## config.mk

```make
export PLATFORM = sky130hd
export DESIGN_NAME = charge_current_dac_watchdog
export DESIGN_NICKNAME = d
export VERILOG_FILES = /design/src/hdl/charge_dac_pkg.sv /design/src/hdl/charge_current_dac_watchdog.sv
export SDC_FILE = /design/constraint.sdc
export NUM_CORES = 1
export LEC_CHECK = 0
export ABC_AREA = 0
export BUFFER_PORTS_ARGS = -buffer_cell sky130_fd_sc_hd__buf_2
export CAP_MARGIN = 20
export CORE_ASPECT_RATIO = 1.4
export CORE_UTILIZATION = 52
export DETAILED_ROUTE_END_ITERATION = 8
export PLACE_DENSITY = 0.75
export SETUP_SLACK_MARGIN = 0.3
export SLEW_MARGIN = 20
export SYNTH_ARGS = -nofsm -noshare
export SYNTH_HDL_FRONTEND = slang
export SYNTH_SLANG_ARGS = --single-unit
```

## constraint.sdc

```tcl
create_clock -name clk -period 2.8 [get_ports clk]
set_clock_uncertainty 0.05 [all_clocks]
set_input_delay 0.14 -clock clk [delete_from_list [all_inputs] [get_ports clk]]
set_output_delay 0.14 -clock clk [all_outputs]
set_load 0.005 [all_outputs]
```

## src/hdl/charge_dac_pkg.sv

```systemverilog
// Constants, register map and carrier types for the charge current DAC block
package charge_dac_pkg;
    localparam int CLK_HZ = 125000000;
    localparam int DATA_W = 32;
    localparam int CODE_W = 10;
    localparam logic [CODE_W-1:0] CODE_FULL = 10'h3FF;
    // Register byte offsets
    localparam logic [7:0] ADDR_CURRENT = 8'h00;
    localparam logic [2:0] CHARGER_REG_SEL = 3'h7;
    // Charger register sits at index 7, one word per index
    localparam logic [7:0] ADDR_CHARGER = {3'h0, CHARGER_REG_SEL, 2'h0};
    localparam logic [7:0] ADDR_STATUS = 8'h08;
    // Field positions
    localparam int LOW_CURRENT_BIT = 10;
    localparam int CHG_FIRST_BIT = 0;
    localparam int CHG_SECOND_BIT = 1;
    // Reset values
    localparam logic [CODE_W:0] CURRENT_RST = 11'h000;
    localparam logic [1:0] CHARGER_RST = 2'h0;
    // Timing
    localparam int WATCHDOG_MS = 1000;
    localparam int SLOW_BIT_MS = 40;
    localparam int WATCHDOG_CYCLES = (CLK_HZ / 1000) * WATCHDOG_MS;
    localparam int SLOW_BIT_CYCLES = (CLK_HZ / 1000) * SLOW_BIT_MS;
    localparam int PWM_PERIOD = 8;
    localparam int PWM_ON = 1;

    typedef struct packed {
        logic charge_first_battery;
        logic charge_second_battery;
        logic feedback_second;
        logic charger_enable;
    } charge_ctrl_t;

    typedef struct packed {
        logic first_ok;
        logic second_ok;
    } volt_qual_t;
endpackage

```

## src/hdl/charge_current_dac_watchdog.sv

```systemverilog
// Charge current delta-sigma DAC, low current mode and charge watchdog
// Summary of operation
// - Delta-sigma modulates ten-bit current code
// - Low current: one-eighth duty fast pulse
// - Modulator bit gates the pulse train
// - Low current: modulator steps every 40 ms
// - Low current: dual select charges first only
// - Charger register bit starts charging
// - Watchdog expiry stops charging
// - Low current skips minimum voltage check
// - Dual charging uses second battery feedback
// - Dual select outside low current needs voltage above minimum
// - Charger enabled only on interface request
module charge_current_dac_watchdog
    import charge_dac_pkg::*;
#(
    parameter int WATCHDOG_LEN = WATCHDOG_CYCLES,
    parameter int SLOW_LEN = SLOW_BIT_CYCLES
) (
    // Clock and reset
    input wire logic clk,
    input wire logic rst_n,
    // APB slave
    input wire logic psel,
    input wire logic penable,
    input wire logic pwrite,
    input wire logic [7:0] paddr,
    input wire logic [DATA_W-1:0] pwdata,
    output logic [DATA_W-1:0] prdata,
    output logic pready,
    output logic pslverr,
    // Battery voltage qualification against min_charge_voltage
    input volt_qual_t min_charge_voltage,
    // Charger outputs
    output logic charge_current_dac,
    output charge_ctrl_t charge_ctrl
);
    // Both timers need at least two states
    if (WATCHDOG_LEN < 2 || SLOW_LEN < 2) begin : g_len_check
        $error("Timer lengths must be at least 2");
    end

    function automatic logic addr_hit(input logic [7:0] a, input logic [7:0] off);
        return a == off;
    endfunction

    logic [CODE_W:0] current_r;
    logic [1:0] charger_r;
    logic [31:0] wd_cnt_r;
    logic wd_expired_r;
    logic [31:0] slow_cnt_r;
    logic [CODE_W:0] accum_r;
    logic ds_bit_r;
    logic [2:0] pwm_cnt_r;
    logic wr_en, rd_en, hit;
    logic low_mode, step_en, want_first, want_second;

    assign wr_en = psel && penable && pwrite;
    // Read data is captured in the setup cycle
    assign rd_en = psel && !penable && !pwrite;
    assign hit = addr_hit(paddr, ADDR_CURRENT) || addr_hit(paddr, ADDR_CHARGER)
        || addr_hit(paddr, ADDR_STATUS);
    assign low_mode = current_r[LOW_CURRENT_BIT];

    // Zero-wait APB answer
    always_ff @(posedge clk) begin
        if (!rst_n) begin
            pready <= 1'b0;
            pslverr <= 1'b0;
        end else begin
            pready <= psel && !penable;
            pslverr <= psel && !penable && !hit;
        end
    end

    always_ff @(posedge clk) begin
        if (!rst_n) begin
            current_r <= CURRENT_RST;
        end else if (wr_en && pready && addr_hit(paddr, ADDR_CURRENT)) begin
            current_r <= pwdata[CODE_W:0];
        end
    end

    // Charger register; expiry clears both enables
    always_ff @(posedge clk) begin
        if (!rst_n) begin
            charger_r <= CHARGER_RST;
        end else if (wr_en && pready && addr_hit(paddr, ADDR_CHARGER)) begin
            charger_r <= pwdata[1:0];
        end else if (wd_cnt_r == 32'h0000_0001) begin
            charger_r <= CHARGER_RST;
        end
    end

    // Watchdog counts down from each charger write
    always_ff @(posedge clk) begin
        if (!rst_n) begin
            wd_cnt_r <= 32'h0000_0000;
            wd_expired_r <= 1'b0;
        end else if (wr_en && pready && addr_hit(paddr, ADDR_CHARGER)) begin
            wd_cnt_r <= 32'(WATCHDOG_LEN);
            wd_expired_r <= 1'b0;
        end else if (wd_cnt_r != 32'h0000_0000) begin
            wd_cnt_r <= wd_cnt_r - 32'h0000_0001;
            wd_expired_r <= wd_cnt_r == 32'h0000_0001;
        end
    end

    always_ff @(posedge clk) begin
        if (!rst_n) begin
            prdata <= 32'h0000_0000;
        end else if (rd_en) begin
            if (addr_hit(paddr, ADDR_CURRENT)) begin
                prdata <= {21'h000000, current_r};
            end else if (addr_hit(paddr, ADDR_CHARGER)) begin
                prdata <= {30'h00000000, charger_r};
            end else if (addr_hit(paddr, ADDR_STATUS)) begin
                prdata <= {27'h0000000, wd_expired_r, charge_ctrl};
            end else begin
                prdata <= 32'h0000_0000;
            end
        end
    end

    // Modulator step enable: every cycle normally, every 40 ms in low mode
    always_ff @(posedge clk) begin
        if (!rst_n || !low_mode) begin
            slow_cnt_r <= 32'h0000_0000;
        end else if (slow_cnt_r == 32'(SLOW_LEN - 1)) begin
            slow_cnt_r <= 32'h0000_0000;
        end else begin
            slow_cnt_r <= slow_cnt_r + 32'h0000_0001;
        end
    end
    assign step_en = !low_mode || (slow_cnt_r == 32'(SLOW_LEN - 1));

    // First order delta-sigma, density code/1023
    always_ff @(posedge clk) begin
        if (!rst_n) begin
            accum_r <= 11'h000;
            ds_bit_r <= 1'b0;
        end else if (step_en) begin
            if ({1'b0, accum_r[CODE_W-1:0]} + {1'b0, current_r[CODE_W-1:0]}
                >= {1'b0, CODE_FULL}) begin
                accum_r <= {1'b0, accum_r[CODE_W-1:0]} + {1'b0, current_r[CODE_W-1:0]}
                    - {1'b0, CODE_FULL};
                ds_bit_r <= 1'b1;
            end else begin
                accum_r <= {1'b0, accum_r[CODE_W-1:0]} + {1'b0, current_r[CODE_W-1:0]};
                ds_bit_r <= 1'b0;
            end
        end
    end

    always_ff @(posedge clk) begin
        if (!rst_n) begin
            pwm_cnt_r <= 3'h0;
        end else begin
            pwm_cnt_r <= pwm_cnt_r + 3'h1;
        end
    end

    always_ff @(posedge clk) begin
        if (!rst_n) begin
            charge_current_dac <= 1'b0;
        end else if (low_mode) begin
            charge_current_dac <= ds_bit_r && (pwm_cnt_r < 3'(PWM_ON));
        end else begin
            charge_current_dac <= ds_bit_r;
        end
    end

    // Battery selection and qualification
    always_comb begin
        if (low_mode) begin
            want_first = charger_r[CHG_FIRST_BIT];
            want_second = charger_r[CHG_SECOND_BIT] && !charger_r[CHG_FIRST_BIT];
        end else if (&charger_r) begin
            want_first = min_charge_voltage.first_ok;
            want_second = min_charge_voltage.second_ok;
        end else begin
            want_first = charger_r[CHG_FIRST_BIT];
            want_second = charger_r[CHG_SECOND_BIT];
        end
    end

    always_ff @(posedge clk) begin
        if (!rst_n) begin
            charge_ctrl <= '0;
        end else begin
            charge_ctrl.charge_first_battery <= want_first;
            charge_ctrl.charge_second_battery <= want_second;
            charge_ctrl.feedback_second <= want_first && want_second;
            charge_ctrl.charger_enable <= want_first || want_second;
        end
    end

    a_low_single: assert property (@(posedge clk) disable iff (!rst_n)
        low_mode && &charger_r |=> !charge_ctrl.charge_second_battery)
        else $error("dual charge in low mode");
    a_wd_clears: assert property (@(posedge clk) disable iff (!rst_n)
        wd_cnt_r == 32'h0000_0001 && !(wr_en && pready) |=> charger_r == 2'h0)
        else $error("watchdog did not clear");
    a_wr_restart: assert property (@(posedge clk) disable iff (!rst_n)
        wr_en && pready && addr_hit(paddr, ADDR_CHARGER) |=> wd_cnt_r == 32'(WATCHDOG_LEN))
        else $error("watchdog not restarted");
    a_start_charge: assert property (@(posedge clk) disable iff (!rst_n)
        charger_r == 2'h1 |=> charge_ctrl.charger_enable)
        else $error("charge not started");
    a_pwm_duty: assert property (@(posedge clk) disable iff (!rst_n)
        low_mode && $past(low_mode) && pwm_cnt_r != 3'h1 |-> !charge_current_dac)
        else $error("pulse duty wrong");
    a_slow_step: assert property (@(posedge clk) disable iff (!rst_n)
        low_mode && !step_en |=> $stable(ds_bit_r))
        else $error("modulator stepped early");
    a_dual_fb: assert property (@(posedge clk) disable iff (!rst_n)
        !low_mode && &charger_r && min_charge_voltage.first_ok
        && min_charge_voltage.second_ok |=> charge_ctrl.feedback_second)
        else $error("feedback not from second");
    a_full_code: assert property (@(posedge clk) disable iff (!rst_n)
        !low_mode && current_r[CODE_W-1:0] == CODE_FULL && $stable(current_r)
        ##1 $stable(current_r) |=> charge_current_dac)
        else $error("full code not constant");
    c_low_mode: cover property (@(posedge clk) low_mode && charge_current_dac);
    c_dual: cover property (@(posedge clk) charge_ctrl.feedback_second);
    c_expire: cover property (@(posedge clk) wd_expired_r);
endmodule

```

=== Word-level counts from Yosys, hierarchy flattened ===
Cells that the tools add are included.

* Logic and storage cells: 72
* Output and inout bits: 39
* Register bits: 131

* Equality and inequality tests: 4
* Bitwise operators: 1
* Multiplexer cells: 14
* $lt $le $gt $ge: 2
* $add $sub $neg: 5
* Reduce and logical (&&, ||, !) cells: 29

{| class="wikitable"
|+ Operators by type and width
! operator !! number
|-
| $mux 27 || 2
|-
| $add 32x1->32 const B || 1
|-
| $eq 32x1->1 const B || 1
|-
| $eq 32x23->1 const B || 1
|-
| $reduce_bool 32->1 || 1
|-
| $sub 32x1->32 const B || 1
|-
| $add 10x10->11 || 1
|-
| $ge 11x10->1 const B || 1
|-
| $logic_and 1x1->1 || 11
|-
| $mux 11 || 1
|-
| $mux 10 || 1
|-
| $mux 5 || 2
|-
| $sub 10x10->10 const B || 1
|-
| $eq 8x4->1 const B || 1
|-
| $eq 8x5->1 const B || 1
|-
| $logic_not 8->1 || 1
|-
| $logic_not 1->1 || 6
|-
| $mux 1 || 6
|-
| $logic_or 1x1->1 || 5
|-
| $mux 2 || 2
|-
| $reduce_bool 2->1 || 2
|-
| $reduce_or 2->1 || 2
|-
| $add 3x1->3 const B || 1
|-
| $lt 3x1->1 const B || 1
|-
| 2 further kinds || 2
|}

=== Depth between registers and ports, before layout ===
* Word-level depth: 5
* Gate-level depth with buffers: 10
* Mapped depth without buffers: 9

=== Worst setup path after synthesis ===
No wires, ideal clock.

* Path type: reg-to-reg
* Start: reg current_r[0]
* End: reg accum_r[1]
* Data arrival time: 2597 ps
* Buffers on the path: 0
* Cell stages (with the launch flop): 10
* Setup slack: 31 ps
* Required time: 2628 ps
* Setup time: 122 ps
* Path through: dfxtp_1 > ha_1 > fa_1 > a21o_1 > a221oi_2 > xnor2_1 > and3_4 > nand4_1 > o21a_1 > o311a_1

* Cells in the longest elaborated chain, start to end: 3

{| class="wikitable"
|+ Ends and longest elaborated chain
! item !! RTL line !! source
|-
| start: declaration || charge_current_dac_watchdog.sv:47 || <nowiki>logic [CODE_W:0] current_r;</nowiki>
|-
| start signal: assignment || charge_current_dac_watchdog.sv:80 || <nowiki>current_r <= pwdata[CODE_W:0];</nowiki>
|-
| $add 10x10->11 * || charge_current_dac_watchdog.sv:145, charge_current_dac_watchdog.sv:149 ||
|-
| $sub 10x10->10 or $ge 11x10->1 (tied branches) || charge_current_dac_watchdog.sv:146, charge_current_dac_watchdog.sv:144 ||
|-
| $mux 10 * || charge_current_dac_watchdog.sv:143 || <nowiki>if ({1'b0, accum_r[CODE_W-1:0]} + {1'b0, current_r[CODE_W-1:0]}</nowiki>
|-
| end signal: assignment || charge_current_dac_watchdog.sv:145 || <nowiki>accum_r <= {1'b0, accum_r[CODE_W-1:0]} + {1'b0, current_r[CODE_W-1:0]}</nowiki>
|-
| end signal: assignment || charge_current_dac_watchdog.sv:149 || <nowiki>accum_r <= {1'b0, accum_r[CODE_W-1:0]} + {1'b0, current_r[CODE_W-1:0]};</nowiki>
|-
| end: declaration || charge_current_dac_watchdog.sv:52 || <nowiki>logic [CODE_W:0] accum_r;</nowiki>
|}

Mark *: on every way between the ends. The rest lies on a longest branch, timed or not.
A chain may end at the register's enable or synchronous reset.

=== Worst setup path in the final report ===
Same ends and word-level chain as after synthesis.

==> impl_metrics.prom <==
# TYPE chip_impl_metric gauge
chip_impl_metric{name="groute.usage.overall",unit="%"} 23.0
chip_impl_info{name="status",value="finished with violations"} 1
chip_impl_metric{name="ys_seq_area_share",unit="%"} 39.1
chip_impl_metric{name="share_of_synthesized_area_spent_on_multiplexers",unit="%"} 3.66
chip_impl_metric{name="count_of_final_max_slew_check_failures",unit=""} 0
chip_impl_info{name="crit-reg2reg-capture",value="accum_r[1]$_SDFFE_PN0P_"} 1
chip_impl_metric{name="place_hpwl",unit="um"} 8960
chip_impl_metric{name="total_number_of_vias",unit=""} 4928
chip_impl_info{name="timing.critical_path.from",value="current_r[0]$_SDFFE_PN0P_"} 1
chip_impl_info{name="failed_checks",value="negative setup slack"} 1
chip_impl_metric{name="grt_start_max_net_pins",unit=""} 21
chip_impl_metric{name="cellLeakagePower",unit="uW"} 0.00269
chip_impl_info{name="worstReg2RegStart",value="current_r[0]$_SDFFE_PN0P_"} 1
chip_impl_metric{name="multiInputGateArea",unit="mm2"} 0.00336
chip_impl_info{name="root_buffer_cell",value="clkbuf_16"} 1
chip_impl_info{name="unrepaired_setup_endpoints_after_global_routing",value="yes"} 1
chip_impl_metric{name="vias_per_cell",unit=""} 5.70
chip_impl_info{name="series_of_cell_instances_along_the_critical_path",value="ha_4 -> fa_2 -> a21o_1 -> a221oi_4 -> mux2i_1 -> and2_1 -> nand4_1 -> o21a_1 -> o311a_1"} 1
chip_impl_metric{name="final_layout_size_suffix_gt1_share",unit="%"} 20.2
chip_impl_metric{name="hold_ws",unit="ps"} 24.6
chip_impl_metric{name="critical-path-max-stage-delay",unit="ps"} 400
chip_impl_metric{name="clkSlewWorstSetupHoldPaths",unit="ps"} 70
chip_impl_metric{name="finalInstanceArea",unit="mm2"} 0.00669
chip_impl_metric{name="setup-violations-final",unit=""} 1
chip_impl_metric{name="critical_path_cell_count",unit=""} 9
chip_impl_metric{name="row_count",unit=""} 44
chip_impl_metric{name="io_buffers",unit=""} 43
chip_impl_metric{name="period_minus_slack",unit="ps"} 2820
chip_impl_metric{name="layout.cells.non_filler",unit=""} 864
chip_impl_metric{name="initial_antenna_violation_count",unit=""} 0
chip_impl_metric{name="cts_buffers",unit=""} 9
chip_impl_metric{name="crit_path_max_fanout",unit=""} 4
chip_impl_metric{name="dpl.cell_count",unit=""} 822
chip_impl_metric{name="synth_area",unit="mm2"} 0.00564
chip_impl_info{name="worst_hold_path_type",value="in2reg"} 1
chip_impl_metric{name="finalNetCount",unit=""} 784
chip_impl_metric{name="antenna_violating_nets_post_route",unit=""} 0
chip_impl_metric{name="drt-initial-drc-count",unit=""} 266
chip_impl_info{name="timing_worst_setup_path_type",value="reg2reg"} 1
chip_impl_info{name="main_synth_ff_type",value="dfxtp_1"} 1
chip_impl_metric{name="synthSimpleGateAreaFrac",unit="%"} 26.4
chip_impl_metric{name="via_count_of_the_first_global_routing_pass",unit=""} 4904
chip_impl_metric{name="ctsHtreeMaxLevel",unit=""} 3
chip_impl_info{name="critPathSlowestCell",value="a221oi_4"} 1
chip_impl_metric{name="antennaDiodeCount",unit=""} 0
chip_impl_metric{name="layout.core_utilization",unit="%"} 63.9
chip_impl_metric{name="number_of_enable_type_register_cells_in_the_synthesized_netlist",unit=""} 0
chip_impl_metric{name="cp.buffers_inverters",unit=""} 0
chip_impl_metric{name="avgRoutedWirePerCell",unit="um"} 15.1
chip_impl_metric{name="gr-total-overflow",unit=""} 0
chip_impl_metric{name="gp_congestion",unit=""} 0.831
chip_impl_metric{name="synthXorXnorAreaFrac",unit="%"} 8.85
chip_impl_metric{name="netlist-cell-type-count",unit=""} 72
chip_impl_metric{name="start_util",unit="%"} 53.9
chip_impl_info{name="synth_top_family_by_area",value="simple AND/OR/NAND/NOR gates"} 1
chip_impl_metric{name="final.fill_count",unit=""} 865
chip_impl_metric{name="die_area",unit="mm2"} 0.0113
chip_impl_metric{name="syn2layout_area_growth",unit="%"} 18.6
chip_impl_metric{name="fin_total_pwr",unit="uW"} 5590
chip_impl_metric{name="synth_warnings",unit=""} 0
chip_impl_metric{name="cp_data_required_time",unit="ps"} 2990
chip_impl_info{name="worstSetupEndpoint",value="accum_r[1]$_SDFFE_PN0P_"} 1
chip_impl_metric{name="floorplan.core_area",unit="mm2"} 0.0105
chip_impl_info{name="launching_element_type_of_the_critical_path",value="register"} 1
chip_impl_metric{name="wire_length_of_the_first_global_routing_pass",unit="um"} 21400
chip_impl_metric{name="hold_violations",unit=""} 0
chip_impl_metric{name="clk_path_buf_depth",unit=""} 2
chip_impl_metric{name="num_io_pins",unit=""} 86
chip_impl_metric{name="max_clock_freq",unit="GHz"} 0.355
chip_impl_metric{name="r2r_setup_slack",unit="ps"} -20
chip_impl_metric{name="share_of_the_clock_period_used_by_the_worst_path",unit="%"} 101
chip_impl_metric{name="clk-insertion-delay-late",unit="ps"} 350
chip_impl_info{name="cts_tree",value="yes"} 1
chip_impl_metric{name="die_height",unit="um"} 125
chip_impl_metric{name="worst_ir_drop_vdd",unit="uV"} 798
chip_impl_metric{name="async_reset_ff_share",unit="%"} 0
chip_impl_metric{name="netlist_instances",unit=""} 641
chip_impl_metric{name="synth_area_per_cell",unit="um2"} 8.80
chip_impl_metric{name="synth_adder_area_share",unit="%"} 3.68
chip_impl_metric{name="worst_ep_arrival_time",unit="ps"} 3000
chip_impl_metric{name="register_area",unit="mm2"} 0.00220
chip_impl_info{name="timing.critical_path.max_delay_family",value="compound AO/OA/AOI/OAI gates"} 1
chip_impl_metric{name="ys_seq_elements",unit=""} 110
chip_impl_metric{name="placed_cell_area",unit="mm2"} 0.00606
chip_impl_metric{name="finalWorstSetupSlack",unit="ps"} -15.3
chip_impl_info{name="hold_path_startpoint",value="pwdata[0]"} 1
chip_impl_metric{name="maxSlewHeadroom",unit="%"} 44.2
chip_impl_metric{name="finalWirelength",unit="um"} 13100
chip_impl_info{name="worstSetupEndpointType",value="register"} 1
chip_impl_metric{name="detailedRoute.firstPassIterationCount",unit=""} 5
chip_impl_metric{name="max_slew.worst_pin.slew",unit="ps"} 831
chip_impl_metric{name="tritoncts_num_sinks",unit=""} 110
chip_impl_metric{name="die-width",unit="um"} 90.0
chip_impl_metric{name="reg2regPathDepth",unit=""} 9
chip_impl_metric{name="number_of_max_cap_violations",unit=""} 0
chip_impl_metric{name="power_per_cell_area",unit="mW/mm2"} 837
chip_impl_metric{name="drc",unit=""} 0
chip_impl_metric{name="synth_compound_area_share",unit="%"} 13.1
-- synthesized netlist by cell type (all sizes together) (3+ instances only) --
cell | count | area, um2
dfxtp | 110 | 2200
and4 | 4 | 36.3
and2 | 8 | 51.3
xor2 | 20 | 175
a21oi | 36 | 180
nor3 | 23 | 130
a21o | 3 | 22.5
a211oi | 7 | 62.6
or3 | 17 | 123
and3 | 15 | 98.8
nand3 | 22 | 110
a221oi | 3 | 32.5
a22oi | 8 | 60.1
nor2 | 98 | 368
o311ai | 3 | 26.3
nor3b | 5 | 37.5
ha | 15 | 188
o31ai | 3 | 22.5
mux2 | 5 | 56.3
nor4 | 16 | 149
mux2i | 15 | 150
nor4b | 4 | 50.1
o21ai | 18 | 90.1
xnor2 | 37 | 324
o211ai | 6 | 50.1
clkbuf | 15 | 57.6
inv | 13 | 48.8
nand2 | 34 | 128
a31oi | 6 | 37.5
nand4 | 11 | 68.8
or2 | 4 | 25.0
or4 | 7 | 63.8
buf | 27 | 188
-- how the worst min path moves through the flow --
| stage | to | cells after the start |
|---|---|---|
| 6_report | current_r[0]$_SDFFE_PN0P_ | 3 |
| 5_1_grt | current_r[1]$_SDFFE_PN0P_ | 3 |
| 4_1_cts | current_r[0]$_SDFFE_PN0P_ | 3 |
| 3_5_place_dp | pready$_SDFF_PN0_ | 2 |
| 3_3_place_gp | pready$_SDFF_PN0_ | 2 |
| 2_1_floorplan | pready$_SDFF_PN0_ | 1 |
-- power by group --
| group | internal, uW | switching, uW | total, uW |
|---|---|---|---|
| Combinational | 1070 | 1200 | 2260 |
| Clock | 708 | 592 | 1300 |
| Sequential | 1790 | 245 | 2030 |
-- sequential cells by signal, indices dropped and copies added (netlist names) --
name                count
pwm_cnt_r               3
charge_ctrl             4
wd_expired_r            1
current_r              11
prdata                 11
ds_bit_r                1
pslverr                 1
charger_r               2
charge_current_dac      1
slow_cnt_r             32
accum_r                10
pready                  1
wd_cnt_r               32
-- cell type report --
cell class                 count  share of cell area (%)
tap                          138                    2.58
clock inverter                 5                    1.01
clock buffer                  11                    3.48
multi-input combinational    496                    50.3
sequential                   110                    33.0
timing repair buffer          91                    8.94
inverter                      13                   0.730
-- timing repair --
item                                    in CTS  in global routing
hold buffers                                 9                  0
cloned                                       0                  0
buffers inserted                            10                  7
gates resized for setup                      8                 11
pin swaps                                   18                 12
endpoints found under the setup margin      16                 34
endpoints found under the hold margin        9                  0
-- worst reg2reg max path, cell delays in order, from the launching register on --
cell      delay [ps]
dfxtp_2          340
ha_4             160
fa_2             340
a21o_1           210
a221oi_4         400
mux2i_1          280
and2_1           180
nand4_1          180
o21a_1           280
o311a_1          300
-- logic make-up after synthesis --
logic type	after synthesis
adders and majority gates	16
DFF	110
AOI/OAI and AO/OA	107
other	1
and+or+nand+nor	275
xor gates and xnor gates	57
buffers and inverters	55
muxes	20
-- cell usage in the layout, fill, tap and decap left out, drive strengths merged, types with 11 or more instances in the layout --
cell type / instances
dfxtp: 110
and3: 15
clkbuf: 11
buf: 82
a21oi: 36
conb: 21
mux2i: 15
xnor2: 37
xor2: 20
or3: 17
nand4: 11
nor3: 23
nand2: 34
o21ai: 18
nor4: 16
nor2: 98
inv: 15
nand3: 22
ha: 15
-- per-layer routing --
| metal | track usage (%) | part of all wire [%] |
|---|---|---|
| met3 | 3.41 | 3.6 |
| met1 | 25.7 | 42 |
| met4 | 12.5 | 3.2 |
| met2 | 41.7 | 52 |
| met5 | 0 | 0 |
-- per-stage QoR --
| step | worst slack, ps | TNS (ps) |
|---|---|---|
| after global placement | 43.4 | 0 |
| after global routing | -154 | -893 |
| after CTS | 10.9 | 0 |
| after floorplan | 169 | 0 |
| final | -15.3 | -15.3 |
| after detailed placement | -21.0 | -21.0 |
(Power assumes the default switching activity.)
